## src/hw/timer_wdt_ops_map.vh

```
`ifndef TIMER_WDT_OPS_MAP_VH
`define TIMER_WDT_OPS_MAP_VH

// register byte offsets
`define OFS_CTRL       4'h0
`define OFS_PRE_OPC    4'h4
`define OFS_STATUS     4'h8
`define OFS_VALUES     4'hc
`define ADDR_LSB       2
`define ADDR_HI        3

// ctrl fields
`define CTRL_STOP_ALLOW 0
`define CTRL_RST        1'h1

// pre-opcode register
`define PRE_OPC_RST    10'h000

// status fields
`define ST_FLAG        0
`define ST_STOP        1
`define ST_SKIP        2
`define ST_LAST_PRE    3
`define ST_SKIP_CNT_LO 8
`define ST_SKIP_CNT_HI 15

// values fields
`define VAL_CTL5_LO    0
`define VAL_CTL6_LO    4
`define VAL_PTR_Y_LO   8

// reset values of core-visible registers
`define NIBBLE_RST     4'h0
`define SKIP_CNT_RST   8'h00

// instruction codes
`define OPC_TW5        10'h212
`define OPC_TW6        10'h213
`define OPC_WATCHDOG_RESTART_OP       10'h2a0
`define OPC_PTR_Y_DEF  10'h0c0

// axi responses
`define RESP_OKAY      2'h0
`define RESP_SLVERR    2'h2

`endif

```

## src/hw/op_decode.v

```verilog
`timescale 1ns/1ps
`include "timer_wdt_ops_map.vh"

// matches the current opcode against the instructions this block executes
module op_decode
(
  input  wire [9:0] opcode,
  input  wire [9:0] pre_opcode,
  input  wire [9:0] ptr_y_opcode,
  output wire       hit_ctl5,
  output wire       hit_ctl6,
  output wire       hit_ptr_y,
  output wire       hit_watchdog_restart_op,
  output wire       hit_pre
);

  // exact compare of a full 10-bit code
  function match;
    input [9:0] a;
    input [9:0] b;
    begin
      match = (a == b);
    end
  endfunction

  // one hit line per instruction
  assign hit_ctl5  = match(opcode, `OPC_TW5);
  assign hit_ctl6  = match(opcode, `OPC_TW6);
  assign hit_ptr_y = match(opcode, ptr_y_opcode);
  assign hit_watchdog_restart_op  = match(opcode, `OPC_WATCHDOG_RESTART_OP);
  assign hit_pre   = match(opcode, pre_opcode);

endmodule

```

## src/hw/wdt_flag_cell.v

```verilog
`timescale 1ns/1ps

// watchdog expiry flag: set by the watchdog, cleared by the restart op
module wdt_flag_cell
(
  input  wire aclk,
  input  wire aresetn,
  input  wire set_evt,
  input  wire clr_req,
  output reg  flag
);

  // a set in the clearing cycle wins so no expiry is lost
  always @(posedge aclk)
  begin
    if (!aresetn)
      flag <= 1'b0;
    else if (set_evt)
      flag <= 1'b1;
    else if (clr_req)
      flag <= 1'b0;
  end

endmodule

```

## src/hw/timer_wdt_transfer_ops.v

```verilog
// Behaviour
// - code 0x212 copies accumulator to ctl5
// - code 0x213 copies accumulator to ctl6
// - pointer transfer loads Y from accumulator
// - restart op: flag set clears it, skips
// - restart op with flag clear: no skip
// - restart after designated op stops watchdog
`timescale 1ns/1ps
`include "timer_wdt_ops_map.vh"

module timer_wdt_transfer_ops
#(
  parameter [9:0] PTR_Y_OPCODE = `OPC_PTR_Y_DEF
)
(
  input  wire        aclk,
  input  wire        aresetn,
  // instruction stream from the core
  input  wire        exec_valid,
  input  wire [9:0]  opcode,
  input  wire [3:0]  acc,
  // watchdog hardware
  input  wire        wdt_expired,
  output wire        watchdog_expiry_flag,
  output reg         watchdog_stop,
  // results towards the core and timers
  output reg  [3:0]  timer_ctl_five,
  output reg  [3:0]  timer_ctl_six,
  output reg  [3:0]  ptr_y,
  output reg         timer_ctl_five_we,
  output reg         timer_ctl_six_we,
  output reg         ptr_y_we,
  output reg         skip_pending,
  output reg         instr_skipped,
  // axi4-lite slave
  input  wire [3:0]  s_axi_awaddr,
  input  wire [2:0]  s_axi_awprot,
  input  wire        s_axi_awvalid,
  output wire        s_axi_awready,
  input  wire [31:0] s_axi_wdata,
  input  wire [3:0]  s_axi_wstrb,
  input  wire        s_axi_wvalid,
  output wire        s_axi_wready,
  output reg  [1:0]  s_axi_bresp,
  output reg         s_axi_bvalid,
  input  wire        s_axi_bready,
  input  wire [3:0]  s_axi_araddr,
  input  wire [2:0]  s_axi_arprot,
  input  wire        s_axi_arvalid,
  output wire        s_axi_arready,
  output reg  [31:0] s_axi_rdata,
  output reg  [1:0]  s_axi_rresp,
  output reg         s_axi_rvalid,
  input  wire        s_axi_rready
);

  // software control state
  reg        stop_allow;
  reg  [9:0] pre_opcode;

  // execution state
  reg        last_was_pre;
  reg  [7:0] skip_cnt;

  // write channel holding registers
  reg        aw_held;
  reg  [3:0] aw_addr;
  reg        w_held;
  reg [31:0] w_data;
  reg  [3:0] w_strb;

  // decoder hits
  wire hit_ctl5;
  wire hit_ctl6;
  wire hit_ptr_y;
  wire hit_watchdog_restart_op;
  wire hit_pre;

  // execute vs. discard of the current instruction word
  wire run;
  wire drop;
  wire watchdog_restart_op_run;
  wire watchdog_restart_op_skip;
  wire wr_fire;
  wire ar_fire;

  // true for the four mapped word offsets
  function addr_known;
    input [3:0] a;
    begin
      addr_known = (a == `OFS_CTRL) || (a == `OFS_PRE_OPC) ||
                   (a == `OFS_STATUS) || (a == `OFS_VALUES);
    end
  endfunction

  // true for offsets software may write
  function addr_writable;
    input [3:0] a;
    begin
      addr_writable = (a == `OFS_CTRL) || (a == `OFS_PRE_OPC);
    end
  endfunction

  // opcode matching
  op_decode u_decode
  (
    .opcode       (opcode),
    .pre_opcode   (pre_opcode),
    .ptr_y_opcode (PTR_Y_OPCODE),
    .hit_ctl5     (hit_ctl5),
    .hit_ctl6     (hit_ctl6),
    .hit_ptr_y    (hit_ptr_y),
    .hit_watchdog_restart_op     (hit_watchdog_restart_op),
    .hit_pre      (hit_pre)
  );

  // an instruction runs only when no skip is owed
  assign run       = exec_valid && !skip_pending;
  assign drop      = exec_valid && skip_pending;
  assign watchdog_restart_op_run  = run && hit_watchdog_restart_op;
  assign watchdog_restart_op_skip = watchdog_restart_op_run && watchdog_expiry_flag;

  // watchdog expiry flag, test-and-clear by the restart op
  wdt_flag_cell u_flag
  (
    .aclk    (aclk),
    .aresetn (aresetn),
    .set_evt (wdt_expired),
    .clr_req (watchdog_restart_op_skip),
    .flag    (watchdog_expiry_flag)
  );

  // accumulator transfers into timer control and pointer registers
  always @(posedge aclk)
  begin
    if (!aresetn)
    begin
      timer_ctl_five    <= `NIBBLE_RST;
      timer_ctl_six     <= `NIBBLE_RST;
      ptr_y             <= `NIBBLE_RST;
      timer_ctl_five_we <= 1'b0;
      timer_ctl_six_we  <= 1'b0;
      ptr_y_we          <= 1'b0;
    end
    else
    begin
      timer_ctl_five_we <= run && hit_ctl5;
      timer_ctl_six_we  <= run && hit_ctl6;
      ptr_y_we          <= run && hit_ptr_y;
      if (run && hit_ctl5)
        timer_ctl_five <= acc;
      if (run && hit_ctl6)
        timer_ctl_six <= acc;
      if (run && hit_ptr_y)
        ptr_y <= acc;
    end
  end

  // skip bookkeeping: owed skip is consumed by the next word
  always @(posedge aclk)
  begin
    if (!aresetn)
    begin
      skip_pending  <= 1'b0;
      instr_skipped <= 1'b0;
      skip_cnt      <= `SKIP_CNT_RST;
    end
    else
    begin
      instr_skipped <= drop;
      if (exec_valid)
        skip_pending <= watchdog_restart_op_skip;
      if (drop)
        skip_cnt <= skip_cnt + 8'h01;
    end
  end

  // remembers whether the last valid word was the designated op and ran (a skipped word clears it)
  always @(posedge aclk)
  begin
    if (!aresetn)
      last_was_pre <= 1'b0;
    else if (exec_valid)
      last_was_pre <= run && hit_pre;
  end

  // watchdog stop, held until reset
  always @(posedge aclk)
  begin
    if (!aresetn)
      watchdog_stop <= 1'b0;
    else if (watchdog_restart_op_run && last_was_pre && stop_allow)
      watchdog_stop <= 1'b1;
  end

  // write address and data may arrive in either order
  assign s_axi_awready = !aw_held && !s_axi_bvalid;
  assign s_axi_wready  = !w_held && !s_axi_bvalid;
  assign wr_fire       = aw_held && w_held && !s_axi_bvalid;

  // capture of write channels
  always @(posedge aclk)
  begin
    if (!aresetn)
    begin
      aw_held <= 1'b0;
      aw_addr <= 4'h0;
      w_held  <= 1'b0;
      w_data  <= 32'h00000000;
      w_strb  <= 4'h0;
    end
    else
    begin
      if (s_axi_awvalid && s_axi_awready)
      begin
        aw_held <= 1'b1;
        aw_addr <= s_axi_awaddr;
      end
      else if (wr_fire)
        aw_held <= 1'b0;
      if (s_axi_wvalid && s_axi_wready)
      begin
        w_held <= 1'b1;
        w_data <= s_axi_wdata;
        w_strb <= s_axi_wstrb;
      end
      else if (wr_fire)
        w_held <= 1'b0;
    end
  end

  // register writes honour byte strobes
  always @(posedge aclk)
  begin
    if (!aresetn)
    begin
      stop_allow <= `CTRL_RST;
      pre_opcode <= `PRE_OPC_RST;
    end
    else if (wr_fire)
    begin
      if (aw_addr == `OFS_CTRL && w_strb[0])
        stop_allow <= w_data[`CTRL_STOP_ALLOW];
      if (aw_addr == `OFS_PRE_OPC && w_strb[0])
        pre_opcode[7:0] <= w_data[7:0];
      if (aw_addr == `OFS_PRE_OPC && w_strb[1])
        pre_opcode[9:8] <= w_data[9:8];
    end
  end

  // write response: okay for writable words, slverr otherwise
  always @(posedge aclk)
  begin
    if (!aresetn)
    begin
      s_axi_bvalid <= 1'b0;
      s_axi_bresp  <= `RESP_OKAY;
    end
    else if (wr_fire)
    begin
      s_axi_bvalid <= 1'b1;
      s_axi_bresp  <= addr_writable(aw_addr) ? `RESP_OKAY : `RESP_SLVERR;
    end
    else if (s_axi_bready)
      s_axi_bvalid <= 1'b0;
  end

  // read channel: one read at a time
  assign s_axi_arready = !s_axi_rvalid;
  assign ar_fire       = s_axi_arvalid && s_axi_arready;

  // read data mux, registered
  always @(posedge aclk)
  begin
    if (!aresetn)
    begin
      s_axi_rvalid <= 1'b0;
      s_axi_rresp  <= `RESP_OKAY;
      s_axi_rdata  <= 32'h00000000;
    end
    else if (ar_fire)
    begin
      s_axi_rvalid <= 1'b1;
      s_axi_rresp  <= addr_known(s_axi_araddr) ? `RESP_OKAY : `RESP_SLVERR;
      s_axi_rdata  <= 32'h00000000;
      case (s_axi_araddr)
        `OFS_CTRL:
          s_axi_rdata[`CTRL_STOP_ALLOW] <= stop_allow;
        `OFS_PRE_OPC:
          s_axi_rdata[9:0] <= pre_opcode;
        `OFS_STATUS:
        begin
          s_axi_rdata[`ST_FLAG]     <= watchdog_expiry_flag;
          s_axi_rdata[`ST_STOP]     <= watchdog_stop;
          s_axi_rdata[`ST_SKIP]     <= skip_pending;
          s_axi_rdata[`ST_LAST_PRE] <= last_was_pre;
          s_axi_rdata[`ST_SKIP_CNT_HI:`ST_SKIP_CNT_LO] <= skip_cnt;
        end
        `OFS_VALUES:
        begin
          s_axi_rdata[`VAL_CTL5_LO+3:`VAL_CTL5_LO]   <= timer_ctl_five;
          s_axi_rdata[`VAL_CTL6_LO+3:`VAL_CTL6_LO]   <= timer_ctl_six;
          s_axi_rdata[`VAL_PTR_Y_LO+3:`VAL_PTR_Y_LO] <= ptr_y;
        end
        default:
          s_axi_rdata <= 32'h00000000;
      endcase
    end
    else if (s_axi_rready)
      s_axi_rvalid <= 1'b0;
  end

endmodule

```

## config.mk

```make
export PLATFORM = sky130hd
export DESIGN_NAME = timer_wdt_transfer_ops
export DESIGN_NICKNAME = d
export VERILOG_FILES = /design/src/hw/op_decode.v /design/src/hw/wdt_flag_cell.v /design/src/hw/timer_wdt_transfer_ops.v
export VERILOG_INCLUDE_DIRS = /design/src /design/src/hw
export SDC_FILE = /design/constraint.sdc
export NUM_CORES = 1
export LEC_CHECK = 0
export ABC_AREA = 1
export BUFFER_PORTS_ARGS = -buffer_cell sky130_fd_sc_hd__buf_4
export CAP_MARGIN = 30
export CORE_MARGIN = 2
export CORE_UTILIZATION = 35
export DETAILED_ROUTE_END_ITERATION = 7
export GPL_ROUTABILITY_DRIVEN = 0
export GPL_TIMING_DRIVEN = 0
export PLACE_DENSITY_LB_ADDON = 0.25
export SLEW_MARGIN = 20
export SYNTH_ARGS = -nofsm -noshare
export SYNTH_HDL_FRONTEND = slang
export SYNTH_SLANG_ARGS = --single-unit
```

## constraint.sdc

```tcl
create_clock -name aclk -period 1.2 [get_ports aclk]
set_input_delay 0.18 -clock aclk [delete_from_list [all_inputs] [get_ports aclk]]
set_output_delay 0.18 -clock aclk [all_outputs]
set_load 0.005 [all_outputs]
```

After elaboration in Yosys (flattened, before gate mapping)
Index checks and enable logic that the tools add are counted.
{"block": "word_totals", "regBits": 79, "input_bits": 73, "out_inout_bits": 60}
{"block": "op_classes", "n_addsub": 1, "n_eq_ne": 9, "n_mux": 17, "reduce_logical": 39}
{"operator": "10-bit equality test, second input constant", "count": 3}
{"operator": "1-bit logical AND", "count": 20}
{"operator": "10-bit equality test", "count": 1}
{"operator": "10-bit by 8-bit equality test with 1-bit output, second input constant", "count": 1}
{"operator": "2-bit nonzero test", "count": 5}
{"operator": "1-bit 2-to-1 mux", "count": 9}
{"operator": "3-bit case mux with 3 select lines", "count": 1}
{"operator": "8-bit by 1-bit adder with 8-bit output, second input constant", "count": 1}
{"operator": "4-bit by 3-bit equality test with 1-bit output, second input constant", "count": 2}
{"operator": "4-bit equality test, second input constant", "count": 2}
{"operator": "4-bit logical NOT", "count": 2}
{"operator": "4-bit case mux with 2 select lines", "count": 1}
{"operator": "2-bit case mux with 3 select lines", "count": 1}
{"operator": "2-bit AND reduction", "count": 3}
{"operator": "1-bit logical NOT", "count": 5}
{"operator": "1-bit logical OR", "count": 4}
{"operator": "2-bit 2-to-1 mux", "count": 2}
{"operator": "4-bit 2-to-1 mux", "count": 1}
{"operator": "1-bit case mux with 4 select lines", "count": 1}
{"operator": "2-bit case mux with 2 select lines", "count": 1}

Longest topological paths before layout
{"block": "depth", "depth_word": 6, "mapped_depth": 8, "depth_no_buf": 8}

Hierarchy
Synthesis repeated with hierarchy kept, for this count alone.
{"block": "unflattened", "hier_cells": 526, "hier_area_um2": 3653.5}
{"mod": "timer_wdt_transfer_ops", "n_inst": 1, "cells_per_inst": 422, "area_per_inst_um2": 3189.3, "seq_area_each_um2": 1521.5}
{"mod": "op_decode", "n_inst": 1, "cells_per_inst": 98, "area_per_inst_um2": 420.4, "seq_area_each_um2": 0.0}
{"mod": "wdt_flag_cell", "n_inst": 1, "cells_per_inst": 6, "area_per_inst_um2": 43.8, "seq_area_each_um2": 20.0}

Least setup slack after synthesis
OpenSTA, ideal clock, no wires.
{"block": "synth_path", "path_type": "reg-to-reg", "startpoint": "register aw_addr[0]", "endpoint": "register stop_allow", "setup_ps": 121, "arrival_ps": 986, "path_slack_ps": 92, "stages_incl_launch_ff": 7, "synth_period_minus_slack_ps": 1108, "cell_sequence": "dfxtp_1 nor2_1 inv_1 nor3_2 nand3_1 nand2_1 nand3_1"}
{"block": "synth_between", "elab_chain_cells": 3}
{"element": "start, declared", "line": "timer_wdt_transfer_ops.v:67", "source": "reg [3:0] aw_addr;"}
{"element": "start signal, assigned", "line": "timer_wdt_transfer_ops.v:217", "source": "aw_addr <= s_axi_awaddr;"}
{"element": "4-bit logical NOT (no source line)"}
{"element": "1-bit logical AND", "line": "timer_wdt_transfer_ops.v:242", "source": "if (aw_addr == `OFS_CTRL && w_strb[0])"}
{"element": "2-bit AND reduction (no source line)"}
{"element": "end signal, assigned", "line": "timer_wdt_transfer_ops.v:237", "source": "stop_allow <= `CTRL_RST;"}
{"element": "end signal, assigned", "line": "timer_wdt_transfer_ops.v:243", "source": "stop_allow <= w_data[`CTRL_STOP_ALLOW];"}
{"element": "end, declared", "line": "timer_wdt_transfer_ops.v:58", "source": "reg stop_allow;"}
Every way passes these cells.
A chain may end at the register's enable or synchronous reset.

Final worst setup path
{"block": "layout_path", "startpoint": "register skip_pending", "endpoint": "register timer_ctl_five[1]"}
{"block": "layout_between", "elab_chain_cells": 3}
{"element": "start, declared", "line": "timer_wdt_transfer_ops.v:33", "source": "output reg skip_pending,"}
{"element": "start signal, assigned", "line": "timer_wdt_transfer_ops.v:172", "source": "skip_pending <= watchdog_restart_op_skip;"}
{"element": "1-bit logical NOT", "line": "timer_wdt_transfer_ops.v:118", "source": "assign run = exec_valid && !skip_pending;"}
{"element": "1-bit logical AND", "line": "timer_wdt_transfer_ops.v:118"}
{"element": "1-bit logical AND", "line": "timer_wdt_transfer_ops.v:150", "source": "if (run && hit_ctl5)"}
{"element": "end signal, assigned", "line": "timer_wdt_transfer_ops.v:138", "source": "timer_ctl_five <= `NIBBLE_RST;"}
{"element": "end, declared", "line": "timer_wdt_transfer_ops.v:27", "source": "output reg [3:0] timer_ctl_five,"}
Every way passes these cells.

==> flow_metrics.py <==
metrics = {
    "final_layout": {
        "drive_gt1_frac": 0.291,
        "syn2layout_area_growth_pct": 36.0,
        "fin_cells": 776,
        "nNetsFinal": 710,
        "diodes": 0,
    },
    "worst_setup_path": {
        "cp-end-kind": "flop",
        "path_class": "flop to flop",
        "required_ns": 1.49,
        "arrival_ns": 1.50,
        "cp_max_fo": 8,
        "crit_path_start_kind": "flop",
    },
    "synth": {
        "yosysSeqAreaShare": 0.424,
        "synth_most_common_cell": "nand2_1",
        "synth_area_per_cell_sq_um": 7.03,
        "yosysUniqueCellTypes": 33,
        "ys_ff_latch": 77,
        "yosys.area.top_type": "dfxtp_1",
        "postSynth.asyncResetShare": 0,
        "synth.area.top_cells": "dfxtp_1 42%, nand2_1 9.8%, nor2_1 8.6%",
        "ys_top_cells_by_count": "95 x nand2_1, 83 x nor2_1, 77 x dfxtp_1",
        "synth_ff_type": "dfxtp_1",
        "synth_edf_count": 0,
        "synth_top_area_frac": 0.424,
        "ys_warn_count": 0,
        "synth_area_sq_um": 3630,
        "postSynthCellCount": 517,
    },
    "route": {
        "avgViaCountPerCell": 4.50,
        "drt-initial-drc-count": 111,
        "wl_microns": 9610,
        "via_count": 3495,
        "final_antenna_net_count": 0,
        "wire_per_inst_microns": 12.4,
        "drc": 0,
        "first_pass_iters": 4,
    },
    "cts": {
        "cts_tree": "built",
        "cts-root-buf": "clkbuf_8",
        "clk_pin_slew_ns": 0.08,
        "cts_sinks": 77,
        "htree_num_levels": 3,
        "cts_made_buffers": 9,
        "clock_latency_ns": 0.35,
        "ctsLongestPathBuffers": 2,
        "cts_hold_buf": 0,
    },
    "die": {
        "die_height_microns": 106,
        "initial_core_util": 0.357,
        "dieArea_sq_um": 11200,
        "ioPinCount": 133,
        "rows": 37,
        "die_x_microns": 106,
        "coreArea_sq_um": 10200,
    },
    "global_route": {
        "grt_antenna_before_repair": 0,
        "track_usage": 0.178,
        "grt_max_degree": 13,
        "grt_pass1_vias": 3179,
        "grt_pass1_wl_microns": 15400,
        "overflow": 0,
    },
    "timing": {
        "setup_viol": 3,
        "maxSlewHeadroom": 0.537,
        "slew_viol_final": 0,
        "setup_tns_ns": -0.0283,
        "fin_ws_ns": -0.0169,
        "fin_crit_sh": 1.01,
        "worstMarginPinSlew_ns": 0.695,
        "finalHoldViolCount": 0,
        "clock.fmax_ghz": 0.822,
        "fin_skew_ns": 0.0101,
        "layout_min_cycle_time_ns": 1.22,
        "grt_setup_unrepaired": "true",
    },
    "place": {
        "place_ws_ns": -0.186,
        "dpl.hpwl_microns": 7410,
        "port_buffers": 84,
        "place_inst": 754,
    },
    "power_and_ir_drop": {
        "p_leak_nw": 2.31,
        "power.density_nw_per_um2": 1130,
        "total_power_mw": 5.57,
        "peakVddDrop_v": 0.000551,
    },
    "flow_run": {
        "drv_cap": 0,
    },
    "hold_path": {
        "hp-class": "primary input to flop",
    },
    "status": {
        "violations": "setup timing",
        "outcome": "complete, but fails checks",
    },
}
-- metrics by stage --
step	hold WS (ns)	area [sq um]	util
global route	0.0358	4940	0.485
detailed placement	0.397	4500	0.442
CTS	0.0238	4770	0.468
global placement	0.389	4500	0.442
floorplan	0.297	3700	-
finish	0.0357	4940	0.485
-- worst paths after layout --
path / startpoint / to / slack [ns] / depth (start not counted)
hold reg to reg: skip_cnt[6] / skip_cnt[6] / 0.46 / 2
setup reg to reg: skip_pending / timer_ctl_five[1] / -0.02 / 7
hold / removal: wdt_expired / u_flag.flag / 0.04 / 3
setup / recovery: skip_pending / timer_ctl_five[1] / -0.02 / 7
-- kinds of logic after synthesis --
| logic type | count (synthesis) | synth area share |
|---|---|---|
| other cells | 1 | 0.00103 |
| compound gates | 99 | 0.139 |
| simple gates | 235 | 0.300 |
| buf+inv | 104 | 0.132 |
| flops | 77 | 0.424 |
| fa+ha+maj | 1 | 0.00344 |
-- registers in the layout, indices dropped and copies added (netlist names) --
name               flops
s_axi_rresp            1
s_axi_rvalid           1
timer_ctl_five         4
w_held                 1
watchdog_stop          1
pre_opcode            10
aw_held                1
stop_allow             1
w_data                10
ptr_y                  4
timer_ctl_five_we      1
skip_cnt               8
s_axi_bvalid           1
w_strb                 2
u_flag.flag            1
aw_addr                4
s_axi_rdata           16
skip_pending           1
instr_skipped          1
ptr_y_we               1
last_was_pre           1
timer_ctl_six          4
timer_ctl_six_we       1
s_axi_bresp            1
-- cells in the final DEF (no fill, tap or decap), types with 2 or more instances in the layout --
cell / count
buf_4: 109
nand2_1: 92
nor2_1: 78
dfxtp_1: 70
inv_1: 65
a21oi_1: 36
o21ai_0: 34
nand3_1: 22
conb_1: 18
o21ai_1: 16
clkbuf_8: 10
nor2_4: 8
inv_2: 6
nand2_2: 5
nor2_2: 5
o21ai_2: 5
nand3b_1: 5
dfxtp_4: 5
nand2_4: 4
clkbuf_1: 4
nor3_4: 4
o22ai_1: 4
buf_2: 3
buf_6: 3
nand4_1: 3
buf_1: 2
nor3_1: 2
nand3_4: 2
o21a_1: 2
a21oi_2: 2
bufinv_16: 2
dfxtp_2: 2
-- area by class of cell --
class / count / area (sq um)
buffer: 32 / 219
tap: 136 / 170
fill: 1070 / 5240
multi-input combinational: 353 / 1800
clock buffer: 11 / 141
sequential: 77 / 1560
clock inverter: 4 / 72.6
timing repair buffer: 91 / 699
inverter: 72 / 273
-- metal layers --
layer,up-vias,wire length (microns),GRT usage
met2,110,4470,0.276
met1,1538,4220,0.237
met5,-,0,0
met4,0,123,0.0771
met3,9,789,0.0392
li1,1838,-,-
-- critical path, stage by stage (launching register included) --
cell	delay, ns
dfxtp_4	0.37
inv_4	0.06
nand2_4	0.08
nor3_4	0.23
nand3_4	0.16
nand2_1	0.10
inv_1	0.04
nor2_1	0.11
-- where the power goes --
part	internal (mW)	switching, mW	total (mW)
Sequential	2.63	0.0663	2.70
Combinational	0.333	0.382	0.715
Clock	1.21	0.940	2.15
-- what timing repair did --
item                       CTS  global route
gates cloned                 1             0
setup buffers                0             6
pin swaps                    2            15
resized for setup           21            47
setup endpoints to repair   39            55
(Power assumes the default switching activity.)
